--- src/hps_pkg.sv ---
// Purpose: constants shared by the hot-plug slot control pin logic
// Assumes: one clock, synchronous pin inputs
// Notes: slot output registers change only under software control or reset; card present and events follow the pins
//
// Overview of operation
// [RULE1] card present when either presence pin low
// [RULE2] enabled power fault raises interrupt
// [RULE3] enabled power good raises interrupt
// [RULE4] per-slot power output from control bit
// [RULE5] request switch control follows software setting
// [RULE6] wide request driven beside reset, software set
// [RULE7] wide card in narrow slot quiets upper inputs; no logic here quiets any inputs
// [RULE8] slot bus reset under software control only
// [RULE9] power bit high drives power output high
// [RULE10] wide request low for 64, high for 32
// [RULE11] reset: unpowered, slot reset on, switch off
package hps_pkg;

  // ************************************************
  // reset values of the slot outputs, and the default slot count
  // ************************************************
  localparam logic RST_POWER = 1'b0;
  localparam logic RST_SLOT_RESET_N = 1'b0;
  localparam logic RST_SWITCH = 1'b0;
  localparam logic RST_WIDE_REQ = 1'b1;
  localparam int NUM_SLOTS = 4;

endpackage

--- src/hps_slot.sv ---
// Purpose: per-slot output registers and event detection
// Assumes: inputs synchronous to clk, reset already synchronised
// Notes: event edges are sampled, not filtered
`timescale 1ns/1ps
module hps_slot
  import hps_pkg::*;
(
  input wire logic clk,
  input wire logic rst_n,
  input wire logic presence_a,
  input wire logic presence_b,
  input wire logic power_fault_in,
  input wire logic power_ok_in,
  input wire logic power_ctl_bit,
  input wire logic slot_reset_ctl_n,
  input wire logic wide_switch_ctl_bit,
  input wire logic slot_is_32,
  input wire logic fault_irq_en,
  input wire logic good_irq_en,
  output logic card_present,
  output logic fault_event,
  output logic good_event,
  output logic slot_power_out,
  output logic slot_bus_reset_n,
  output logic wide_req_switch_ctl,
  output logic slot_wide_request
);

  // ************************************************
  // event edges
  // ************************************************
  logic fault_d_reg;
  logic good_d_reg;
  wire fault_rise = power_fault_in & ~fault_d_reg;
  wire good_rise = power_ok_in & ~good_d_reg;

  // card grounds only one pin, so either low counts
  assign card_present = ~presence_a | ~presence_b; // RULE1
  // rising edge only: a held fault does not retrigger
  assign fault_event = fault_rise & fault_irq_en; // RULE2
  assign good_event = good_rise & good_irq_en; // RULE3

  // input history for edge detection
  always_ff @(posedge clk or negedge rst_n) begin
    if (!rst_n) begin
      fault_d_reg <= 1'b0;
      good_d_reg <= 1'b0;
    end else begin
      fault_d_reg <= power_fault_in;
      good_d_reg <= power_ok_in;
    end
  end

  // ************************************************
  // output registers, software driven only
  // ************************************************
  always_ff @(posedge clk or negedge rst_n) begin
    if (!rst_n) begin
      slot_power_out <= RST_POWER; // RULE11
      slot_bus_reset_n <= RST_SLOT_RESET_N; // RULE11
      wide_req_switch_ctl <= RST_SWITCH; // RULE11
      slot_wide_request <= RST_WIDE_REQ;
    end else begin
      slot_power_out <= power_ctl_bit; // RULE4 RULE9
      slot_bus_reset_n <= slot_reset_ctl_n; // RULE8
      wide_req_switch_ctl <= wide_switch_ctl_bit; // RULE5
      // low tells the card the slot is 64-bit wide
      slot_wide_request <= slot_is_32; // RULE6 RULE10
    end
  end

endmodule

--- src/hps_top.sv ---
// Purpose: hot-plug slot control and status pins for several slots
// Assumes: control bits come from software-held flops outside
// Notes: interrupt is a level held until the clear strobe
`timescale 1ns/1ps
module hps_top
  import hps_pkg::*;
#(
  parameter int SLOTS = NUM_SLOTS
)(
  input wire logic clk,
  input wire logic reset_n,
  input wire logic [SLOTS-1:0] presence_a,
  input wire logic [SLOTS-1:0] presence_b,
  input wire logic [SLOTS-1:0] power_fault_in,
  input wire logic [SLOTS-1:0] power_ok_in,
  input wire logic [SLOTS-1:0] power_ctl_bit,
  input wire logic [SLOTS-1:0] slot_reset_ctl_n,
  input wire logic [SLOTS-1:0] wide_switch_ctl_bit,
  input wire logic [SLOTS-1:0] slot_is_32,
  input wire logic [SLOTS-1:0] fault_irq_en,
  input wire logic [SLOTS-1:0] good_irq_en,
  input wire logic [SLOTS-1:0] fault_clear,
  input wire logic [SLOTS-1:0] good_clear,
  output logic [SLOTS-1:0] card_present,
  output logic [SLOTS-1:0] fault_status,
  output logic [SLOTS-1:0] good_status,
  output logic irq_out,
  output logic [SLOTS-1:0] slot_power_out,
  output logic [SLOTS-1:0] slot_bus_reset_n,
  output logic [SLOTS-1:0] wide_req_switch_ctl,
  output logic [SLOTS-1:0] slot_wide_request
);

  // ************************************************
  // reset release
  // ************************************************
  logic rst_meta_reg;
  logic rst_n_reg;

  // async assert, synchronous release
  always_ff @(posedge clk or negedge reset_n) begin
    if (!reset_n) begin
      rst_meta_reg <= 1'b0;
      rst_n_reg <= 1'b0;
    end else begin
      rst_meta_reg <= 1'b1;
      rst_n_reg <= rst_meta_reg;
    end
  end

  // ************************************************
  // slots
  // ************************************************
  logic [SLOTS-1:0] fault_event;
  logic [SLOTS-1:0] good_event;
  logic [SLOTS-1:0] fault_next;
  logic [SLOTS-1:0] good_next;

  genvar i;
  generate
    for (i = 0; i < SLOTS; i++) begin : g_slot
      hps_slot u_slot (
        .clk(clk),
        .rst_n(rst_n_reg),
        .presence_a(presence_a[i]),
        .presence_b(presence_b[i]),
        .power_fault_in(power_fault_in[i]),
        .power_ok_in(power_ok_in[i]),
        .power_ctl_bit(power_ctl_bit[i]),
        .slot_reset_ctl_n(slot_reset_ctl_n[i]),
        .wide_switch_ctl_bit(wide_switch_ctl_bit[i]),
        .slot_is_32(slot_is_32[i]),
        .fault_irq_en(fault_irq_en[i]),
        .good_irq_en(good_irq_en[i]),
        .card_present(card_present[i]),
        .fault_event(fault_event[i]),
        .good_event(good_event[i]),
        .slot_power_out(slot_power_out[i]),
        .slot_bus_reset_n(slot_bus_reset_n[i]),
        .wide_req_switch_ctl(wide_req_switch_ctl[i]),
        .slot_wide_request(slot_wide_request[i])
      );
    end
  endgenerate

  // ************************************************
  // sticky status, set wins over clear
  // ************************************************
  assign fault_next = (fault_status & ~fault_clear) | fault_event; // RULE2
  assign good_next = (good_status & ~good_clear) | good_event; // RULE3

  always_ff @(posedge clk or negedge rst_n_reg) begin
    if (!rst_n_reg) begin
      fault_status <= '0;
      good_status <= '0;
      irq_out <= 1'b0;
    end else begin
      fault_status <= fault_next;
      good_status <= good_next;
      irq_out <= |{fault_next, good_next}; // RULE2 RULE3
    end
  end

endmodule

--- config.mk ---
export PLATFORM = sky130hd
export DESIGN_NAME = hps_top
export DESIGN_NICKNAME = d
export VERILOG_FILES = /design/src/hps_pkg.sv /design/src/hps_slot.sv /design/src/hps_top.sv
export SDC_FILE = /design/constraint.sdc
export NUM_CORES = 1
export LEC_CHECK = 0
export ABC_AREA = 1
export BUFFER_PORTS_ARGS = -buffer_cell sky130_fd_sc_hd__buf_2
export CAP_MARGIN = 20
export CORE_UTILIZATION = 38
export DETAILED_ROUTE_END_ITERATION = 10
export PLACE_DENSITY = 0.75
export SETUP_SLACK_MARGIN = 0.3
export SKIP_LAST_GASP = 1
export SYNTH_ARGS = -nofsm -noshare
export SYNTH_HDL_FRONTEND = slang
export SYNTH_SLANG_ARGS = --single-unit
--- constraint.sdc ---
create_clock -name clk -period 1.1 [get_ports clk]
set_input_delay 0.055 -clock clk [delete_from_list [all_inputs] [get_ports clk]]
set_output_delay 0.055 -clock clk [all_outputs]
set_load 0.05 [all_outputs]
==> results of run 1 <==
## through the flow
| step | instance area (sq um) | setup TNS, ns | utilization | hold WS (ns) |
|---|---|---|---|---|
| 3_5_place_dp | 1620 | 0 | 0.514 | -0.158 |
| 4_1_cts | 2140 | 0 | 0.680 | -0.0514 |
| 2_1_floorplan | 1310 | 0 | - | -0.241 |
| 3_3_place_gp | 1620 | 0 | 0.514 | -0.158 |
| 6_report | 2170 | 0 | 0.688 | -0.0266 |
| 5_1_grt | 2170 | -0.0794 | 0.688 | -0.0434 |
## per-layer routing
metal	part of all wire	wire (um)
met5	0	0
met2	0.57	1650
met1	0.34	993
met4	0.027	77
met3	0.063	182
## timing repair
item	in CTS	in global routing
pin swaps	6	7
setup buffers	0	2
endpoints found under the hold margin	34	5
resized for setup	56	3
endpoints found under the setup margin	26	26
## power by group through the flow
stage	clock, uW	sequential, uW	combinational (uW)
finish	945	1420	671
global route	1020	1420	716
CTS	977	1420	653
detailed placement	0	1420	504
global placement	0	1420	495
floorplan	0	1530	266
## cells by family (layout without fill, tap and decap cells)
| logic type | count (synthesis) | count (layout) | synth area share |
|---|---|---|---|
| and+or+nand+nor | 35 | 35 | 0.152 |
| buffers and inverters | 38 | 134 | 0.167 |
| other | 1 | 1 | 0.00288 |
| DFF | 35 | 35 | 0.678 |
## path summary, 6_finish.rpt
kind	cells after the start	startpoint	endpoint
worst min-delay path	3	good_irq_en[0]	good_status[0]
worst max-delay path	1	g_slot[3].u_slot.slot_wide_request	slot_wide_request[3]
worst max register to register	6	fault_status[1]	irq_out
max in group asynchronous	1	rst_n_reg	g_slot[0].u_slot.slot_wide_request
min in group asynchronous	2	reset_n	rst_n_reg
worst min register to register	1	rst_n_reg	g_slot[2].u_slot.fault_d_reg
## placed cells by master, fill, tap and decap left out, types with 2 or more instances in the layout
cell | Yosys | routed
dfrtp_2 | 0 | 9
nand3_2 | 4 | 4
nand2_2 | 8 | 11
nand2_1 | 15 | 12
dfrtp_1 | 31 | 22
dfstp_2 | 4 | 4
nand3b_1 | 2 | 2
buf_2 | 0 | 53
clkbuf_4 | 0 | 5
buf_6 | 0 | 21
nand3_1 | 2 | 2
inv_2 | 4 | 4
buf_4 | 20 | 4
buf_8 | 0 | 4
inv_1 | 14 | 14
dlygate4sd3_1 | 0 | 26
## tightest hold or removal path, cell delays in order
cell and delay [ns]:
buf_2 0.10, nand3_2 0.06, nand2_2 0.05
## final cells by class
type	count	area share
clock inverter	2	0.0161
multi-input combinational	36	0.0998
tap	44	0.0254
clock buffer	6	0.0236
inverter	18	0.0311
timing repair buffer	108	0.393
sequential	35	0.411
==> results.sh, run 1 <==
export IMPL_met3_usage=0.0597
export IMPL_leakage_uw=0.00113
export IMPL_fin_crit_sh=0.980
export IMPL_yosys_top_cells_count="31 x dfrtp_1, 20 x buf_4, 15 x nand2_1"
export IMPL_ir_drop_uv=960
export IMPL_nets=254
export IMPL_layout_cells_non_filler=249
export IMPL_drc=0
export IMPL_clk_path_buf_depth=2
export IMPL_clock_sinks=35
export IMPL_grt_use_met2=0.347
export IMPL_postSynthCellCount=109
export IMPL_seqPwrFrac=0.467
export IMPL_ant_nets=0
export IMPL_failed_checks="hold timing"
export IMPL_p_sw_frac=0.275
export IMPL_hpwlAfterDp_um=1770
export IMPL_core_area_sq_um=3150
export IMPL_crit_path_max_incr_delay_ns=0.55
export IMPL_vias=1012
export IMPL_fin_skew_ns=0.00695
export IMPL_dr_pass1_iters=3
export IMPL_crit_path_max_fanout=1
export IMPL_powerDensity_nw_per_um2=1400
export IMPL_setup_viol_count_final=0
export IMPL_cts_tree="built"
export IMPL_nFillCells=256
export IMPL_grt_first_pass_wirelength_um=4500
export IMPL_crit_chain="buf_8"
export IMPL_arrival_ns=1.02
export IMPL_clock_latency_ns=0.33
export IMPL_register_area_sq_um=892
export IMPL_antenna_found_initial=0
export IMPL_intPower_uw=2200
export IMPL_num_rows=20
export IMPL_path_class="register to output port"
export IMPL_grt_pass1_vias=1020
export IMPL_path_buf_inv=1
export IMPL_synth_most_common_cell="dfrtp_1"
export IMPL_cp_required_ns=1.04
export IMPL_dpl_cell_count=213
export IMPL_fp_dieH_um=60.5
export IMPL_pin_count=79
export IMPL_synth_avg_cell_area_sq_um=11.9
export IMPL_ys_types=14
export IMPL_synth_edff_count=0
export IMPL_synth_area_top_cells="dfrtp_1 60%, buf_4 12%, dfstp_2 8.1%"
export IMPL_seq_area_frac_synth=0.678
export IMPL_finalHoldViolCount=6
export IMPL_clk_pin_slew_worst_paths_ns=0.10
export IMPL_htreeDepth=2
export IMPL_clockPowerShare=0.312
export IMPL_setup_slack_ns=0.0223
export IMPL_crit_family="flip-flops"
export IMPL_cts_hold_buffers=26
export IMPL_reg2reg_slack_ns=0.19
export IMPL_rsz0062_at_grt="true"
export IMPL_hold_ws_ns=-0.0266
export IMPL_portBuffers=78
export IMPL_fmax_mhz=928
export IMPL_max_cap_violations=0
export IMPL_multi_input_area_sq_um=216
export IMPL_slew_violations=0
export IMPL_initial_core_util=0.412
export IMPL_gp_congestion=0.622
export IMPL_grt_ovfl_total=0
export IMPL_wirelength_um=2900
export IMPL_use_met1=0.177
export IMPL_synthesis_nets=159
export IMPL_pre_cts_ws_ns=0.168
export IMPL_cts_root_buf="clkbuf_4"
export IMPL_synthFlopType="dfrtp_1"
export IMPL_routed_via_density=4.06
export IMPL_diodes=0
export IMPL_routedWlPerCell_um=11.7
export IMPL_status="finished, violations left"
export IMPL_ys_seq_elements=35
export IMPL_ys_warn_count=0
export IMPL_finalCriticalPeriod_ns=1.08
export IMPL_grt_busiest_layer="met2"
export IMPL_gr_usage_all_layers=0.182
export IMPL_power_frac_comb=0.221
export IMPL_cp_start_kind="register"
export IMPL_yosysTopAreaCellShare=0.597
export IMPL_syn_area_sq_um=1300
export IMPL_end_kind="output port"
export IMPL_die_w_um=60.5
export IMPL_slowest_stage="dfstp_2"
export IMPL_grt_max_degree=21
export IMPL_cts_buffers=5
export IMPL_drtIter0Drc=23
export IMPL_area_growth_pct=66.9
export IMPL_yosys_area_top_type="dfrtp_1"
export IMPL_synth_async_reset_ratio=1.00
export IMPL_die_area_sq_um=3660
export IMPL_min_path_type="primary input to register"
export IMPL_p_sw_uw=835
export IMPL_power_total_uw=3030
export IMPL_drive_above_1_share=0.605
No activity file was read; power rests on OpenSTA's default activity.
==> run 2, diff against run 1 <==
==> constraint.sdc (replaced) <==
create_clock -name clk -period 0.99 [get_ports clk]
set_input_delay 0.0495 -clock clk [delete_from_list [all_inputs] [get_ports clk]]
set_output_delay 0.0495 -clock clk [all_outputs]
set_load 0.05 [all_outputs]
==> results.sh, run 2 (synthesized netlist as in run 1, its figures left out) <==
export IMPL_status="finished, violations left"
export IMPL_end_kind="output port"
export IMPL_cp_required_ns=0.94
export IMPL_failed_checks="hold timing, setup timing"
export IMPL_tns_ns=-0.406
export IMPL_max_cap_violations=0
export IMPL_powerDensity_nw_per_um2=1560
export IMPL_cts_root_buf="clkbuf_4"
export IMPL_final_common_cell="buf_2"
export IMPL_clk_path_buf_depth=2
export IMPL_dpl_cell_area_sq_um=1630
export IMPL_path_buf_inv=1
export IMPL_grt_ovfl_total=0
export IMPL_clockPowerShare=0.316
export IMPL_cp_start_kind="register"
export IMPL_cts_buffers=5
export IMPL_gr_usage_all_layers=0.182
export IMPL_wirelength_um=3070
export IMPL_ir_drop_uv=1400
export IMPL_intPower_uw=2380
export IMPL_slowest_stage="dfstp_2"
export IMPL_initial_core_util=0.412
export IMPL_nets=252
export IMPL_rsz0062_at_grt="true"
export IMPL_fin_area_sq_um=2160
export IMPL_slew_violations=0
export IMPL_dr_pass1_iters=3
export IMPL_p_sw_uw=996
export IMPL_ant_nets=0
export IMPL_nFillCells=242
export IMPL_p_sw_frac=0.295
export IMPL_hold_ws_ns=-0.0524
export IMPL_register_area_sq_um=892
export IMPL_gp_congestion=0.581
export IMPL_clock_sinks=35
export IMPL_min_path_type="primary input to register"
export IMPL_drive_above_1_share=0.626
export IMPL_routedWlPerCell_um=12.4
export IMPL_finalCriticalPeriod_ns=1.10
export IMPL_routed_via_density=4.10
export IMPL_grt_max_degree=23
export IMPL_fmax_mhz=912
export IMPL_die_w_um=60.5
export IMPL_setup_slack_ns=-0.107
export IMPL_crit_chain="buf_8"
export IMPL_multi_input_area_sq_um=226
export IMPL_pin_count=79
export IMPL_finalHoldViolCount=10
export IMPL_power_frac_comb=0.218
export IMPL_diodes=0
export IMPL_leakage_uw=0.00112
export IMPL_cts_hold_buffers=26
export IMPL_drtIter0Drc=25
export IMPL_antenna_found_initial=0
export IMPL_arrival_ns=1.05
export IMPL_cts_tree="built"
export IMPL_clk_pin_slew_worst_paths_ns=0.12
export IMPL_mostFrequentLayoutCells="53 x buf_2, 25 x dlygate4sd3_1, 22 x dfrtp_1, 22 x buf_6, 14 x inv_1"
export IMPL_htreeDepth=2
export IMPL_setup_viol_count_final=5
export IMPL_fin_crit_sh=1.11
export IMPL_fin_skew_ns=0.0111
export IMPL_seqPwrFrac=0.466
export IMPL_dpl_cell_count=213
export IMPL_drc=0
export IMPL_crit_path_max_fanout=1
export IMPL_portBuffers=78
export IMPL_area_growth_pct=66.5
export IMPL_hpwlAfterDp_um=1910
export IMPL_clock_latency_ns=0.35
export IMPL_grt_first_pass_wirelength_um=4600
export IMPL_fp_dieH_um=60.5
export IMPL_core_area_sq_um=3150
export IMPL_path_class="register to output port"
export IMPL_num_rows=20
export IMPL_die_area_sq_um=3660
export IMPL_crit_path_max_incr_delay_ns=0.56
export IMPL_vias=1012
export IMPL_crit_family="flip-flops"
export IMPL_grt_pass1_vias=1072
export IMPL_layout_cells_non_filler=247
export IMPL_reg2reg_slack_ns=0.10
## run 2: cell types whose count changed in the layout (fill, tap and decap cells not counted), moves of 2 or more
| cell | change |
|---|---|
| buf_4 | -2 |
| nand2_2 | +2 |
| nand3_2 | +2 |
| nand2_1 | -2 |
| nand3_1 | -2 |
## run 2: routing by layer
layer | wire, um | GRT usage | vias up | part of all wire
met5 | 0 | 0 | - | 0
li1 | - | - | 488 | -
met2 | 1790 | 0.355 | 47 | 0.58
met4 | 79 | 0.0714 | 0 | 0.026
met1 | 1020 | 0.171 | 467 | 0.33
met3 | 183 | 0.0661 | 10 | 0.060
## run 2: stage by stage
step | worst slack, ns | utilization | hold WS (ns) | power [uW]
after global routing | -0.150 | 0.687 | -0.0542 | 3520
after floorplan | 0.0253 | - | -0.246 | 2010
after CTS | -0.121 | 0.681 | -0.0621 | 3400
final | -0.107 | 0.687 | -0.0524 | 3380
after detailed placement | 0.107 | 0.516 | -0.163 | 2140
after global placement | 0.127 | 0.516 | -0.164 | 2130
## run 2: path summary, 6_finish.rpt
check	startpoint	end	cells past startpoint
min in group asynchronous	reset_n	rst_n_reg	2
max reg2reg	g_slot[3].u_slot.good_d_reg	irq_out	4
max	g_slot[1].u_slot.slot_wide_request	slot_wide_request[1]	1
min	good_clear[0]	good_status[0]	4
min reg2reg	rst_n_reg	fault_status[2]	1
max in group asynchronous	rst_n_reg	g_slot[0].u_slot.slot_wide_request	1
## run 2: final cells by class
cell class	instances	area share
clock buffer	5	0.0173
sequential	35	0.412
timing repair buffer	106	0.387
clock inverter	3	0.0220
inverter	18	0.0312
tap	44	0.0254
multi-input combinational	36	0.105
## run 2: repair_timing
| item | CTS | global route |
|---|---|---|
| buffers inserted | 1 | 0 |
| setup endpoints to repair | 27 | 32 |
| hold endpoints to repair | 34 | 8 |
| pin swaps | 6 | 2 |
| gates cloned | 0 | 0 |
| resized for setup | 54 | 7 |
## run 2: power groups by stage
stage	Sequential (uW)	Clock, uW	Combinational, uW
2_1_floorplan	1710	0	301
3_3_place_gp	1580	0	553
3_5_place_dp	1580	0	563
4_1_cts	1570	1100	728
5_1_grt	1580	1150	786
6_report	1570	1070	737
==> run 3, diff against run 2 <==
--- a/config.mk
+++ b/config.mk
@@ -8,9 +8,12 @@
 export ABC_AREA = 1
 export BUFFER_PORTS_ARGS = -buffer_cell sky130_fd_sc_hd__buf_2
 export CAP_MARGIN = 20
-export CORE_UTILIZATION = 38
+export CELL_PAD_IN_SITES_DETAIL_PLACEMENT = 0
+export CELL_PAD_IN_SITES_GLOBAL_PLACEMENT = 1
+export CORE_UTILIZATION = 28
 export DETAILED_ROUTE_END_ITERATION = 10
-export PLACE_DENSITY = 0.75
+export HOLD_SLACK_MARGIN = 0.03
+export PLACE_DENSITY_LB_ADDON = 0.1
 export SETUP_SLACK_MARGIN = 0.3
 export SKIP_LAST_GASP = 1
 export SYNTH_ARGS = -nofsm -noshare
==> results.sh, run 3 (synthesized netlist as in run 1, its figures left out) <==
export IMPL_status="finished, violations left"
export IMPL_failed_checks="setup timing"
export IMPL_htreeDepth=2
export IMPL_cts_root_buf="clkbuf_8"
export IMPL_fp_dieH_um=70.1
export IMPL_p_sw_frac=0.279
export IMPL_intPower_uw=2400
export IMPL_leakage_uw=0.00112
export IMPL_fin_area_sq_um=2170
export IMPL_grt_ovfl_total=0
export IMPL_core_area_sq_um=4410
export IMPL_area_growth_pct=66.9
export IMPL_slew_violations=0
export IMPL_fmax_mhz=992
export IMPL_initial_core_util=0.295
export IMPL_routed_via_density=3.75
export IMPL_gr_usage_all_layers=0.126
export IMPL_gp_congestion=0.623
export IMPL_grt_max_degree=19
export IMPL_die_w_um=70.1
export IMPL_routedWlPerCell_um=10.5
export IMPL_ant_nets=0
export IMPL_crit_family="flip-flops"
export IMPL_clk_path_buf_depth=2
export IMPL_pin_count=79
export IMPL_mostFrequentLayoutCells="53 x buf_2, 25 x dlygate4sd3_1, 23 x buf_6"
export IMPL_crit_path_max_incr_delay_ns=0.54
export IMPL_hpwlAfterDp_um=1830
export IMPL_cts_buffers=5
export IMPL_drive_above_1_share=0.616
export IMPL_cp_start_kind="register"
export IMPL_final_common_cell="buf_2"
export IMPL_grt_pass1_vias=1109
export IMPL_antenna_found_initial=0
export IMPL_diodes=0
export IMPL_power_frac_comb=0.219
export IMPL_rsz0062_at_grt="true"
export IMPL_fin_util=0.491
export IMPL_drtIter0Drc=26
export IMPL_layout_cells_non_filler=255
export IMPL_cts_tree="built"
export IMPL_slowest_stage="dfstp_2"
export IMPL_crit_path_max_fanout=1
export IMPL_clock_sinks=35
export IMPL_min_path_type="primary input to register"
export IMPL_grt_first_pass_wirelength_um=4750
export IMPL_finalCriticalPeriod_ns=1.01
export IMPL_finalHoldViolCount=0
export IMPL_cts_hold_buffers=25
export IMPL_p_sw_uw=931
export IMPL_crit_chain="buf_8"
export IMPL_path_class="register to output port"
export IMPL_dpl_cell_count=221
export IMPL_setup_slack_ns=-0.0179
export IMPL_nets=252
export IMPL_dr_pass1_iters=3
export IMPL_portBuffers=78
export IMPL_num_rows=24
export IMPL_setup_viol_count_final=4
export IMPL_die_area_sq_um=4920
export IMPL_clockPowerShare=0.309
export IMPL_fin_crit_sh=1.02
export IMPL_fin_skew_ns=0.00448
export IMPL_max_cap_violations=0
export IMPL_path_buf_inv=1
export IMPL_clk_pin_slew_worst_paths_ns=0.07
export IMPL_end_kind="output port"
export IMPL_ir_drop_uv=614
export IMPL_arrival_ns=0.96
export IMPL_seqPwrFrac=0.472
export IMPL_vias=956
export IMPL_dpl_cell_area_sq_um=1640
export IMPL_powerDensity_nw_per_um2=1540
export IMPL_drc=0
export IMPL_clock_latency_ns=0.27
export IMPL_cp_required_ns=0.94
export IMPL_wirelength_um=2670
==> run 3: final timing paths <==
kind	startpoint	to	slack [ns]	cells after the start
setup / recovery	g_slot[3].u_slot.slot_wide_request	slot_wide_request[3]	-0.02	1
hold / removal	good_clear[0]	good_status[0]	0.03	4
setup reg to reg	fault_status[1]	irq_out	0.11	6
hold reg to reg	rst_n_reg	g_slot[2].u_slot.slot_power_out	0.21	1
max in group asynchronous	rst_n_reg	g_slot[0].u_slot.slot_wide_request	0.51	1
min in group asynchronous	reset_n	rst_meta_reg	0.08	2
==> run 3: power by group through the flow <==
stage,clock network (uW),registers [uW],logic (uW)
global route,1160,1580,780
detailed placement,0,1580,565
CTS,1090,1570,733
floorplan,0,1710,301
finish,1030,1570,731
global placement,0,1580,557
==> run 3: per-layer routing <==
layer | global-route usage | wire length [um] | share of wire | up-vias
met5 | 0 | 0 | 0 | -
met4 | 0.0467 | 17 | 0.0064 | 0
met3 | 0.0519 | 146 | 0.055 | 2
met2 | 0.213 | 1410 | 0.53 | 44
met1 | 0.142 | 1090 | 0.41 | 426
li1 | - | - | - | 484
==> run 3: cell type report <==
| type | count | area (sq um) |
|---|---|---|
| clock buffers | 7 | 86.3 |
| clock inverters | 1 | 5.00 |
| fillers | 401 | 2240 |
| inverters | 18 | 67.6 |
| multi-input cells | 36 | 219 |
| flip-flops and latches | 35 | 892 |
| well taps | 52 | 65.1 |
| repair buffers | 106 | 835 |
==> run 3: through the flow <==
| step | TNS, ns | hold WS (ns) | setup WS [ns] | power, uW |
|---|---|---|---|---|
| 2_1_floorplan | 0 | -0.246 | 0.0253 | 2010 |
| 3_3_place_gp | 0 | -0.164 | 0.0890 | 2130 |
| 3_5_place_dp | 0 | -0.158 | 0.0736 | 2140 |
| 4_1_cts | -0.0935 | 0.0124 | -0.0324 | 3390 |
| 5_1_grt | -0.172 | 0.0179 | -0.0510 | 3520 |
| 6_report | -0.0380 | 0.0284 | -0.0179 | 3330 |
==> run 3: what timing repair did <==
item | in CTS | in global routing
buffers inserted | 1 | 0
cloned | 0 | 0
endpoints found under the setup margin | 26 | 31
hold endpoints to repair | 30 | 2
pin swaps | 6 | 1
resized for setup | 55 | 4
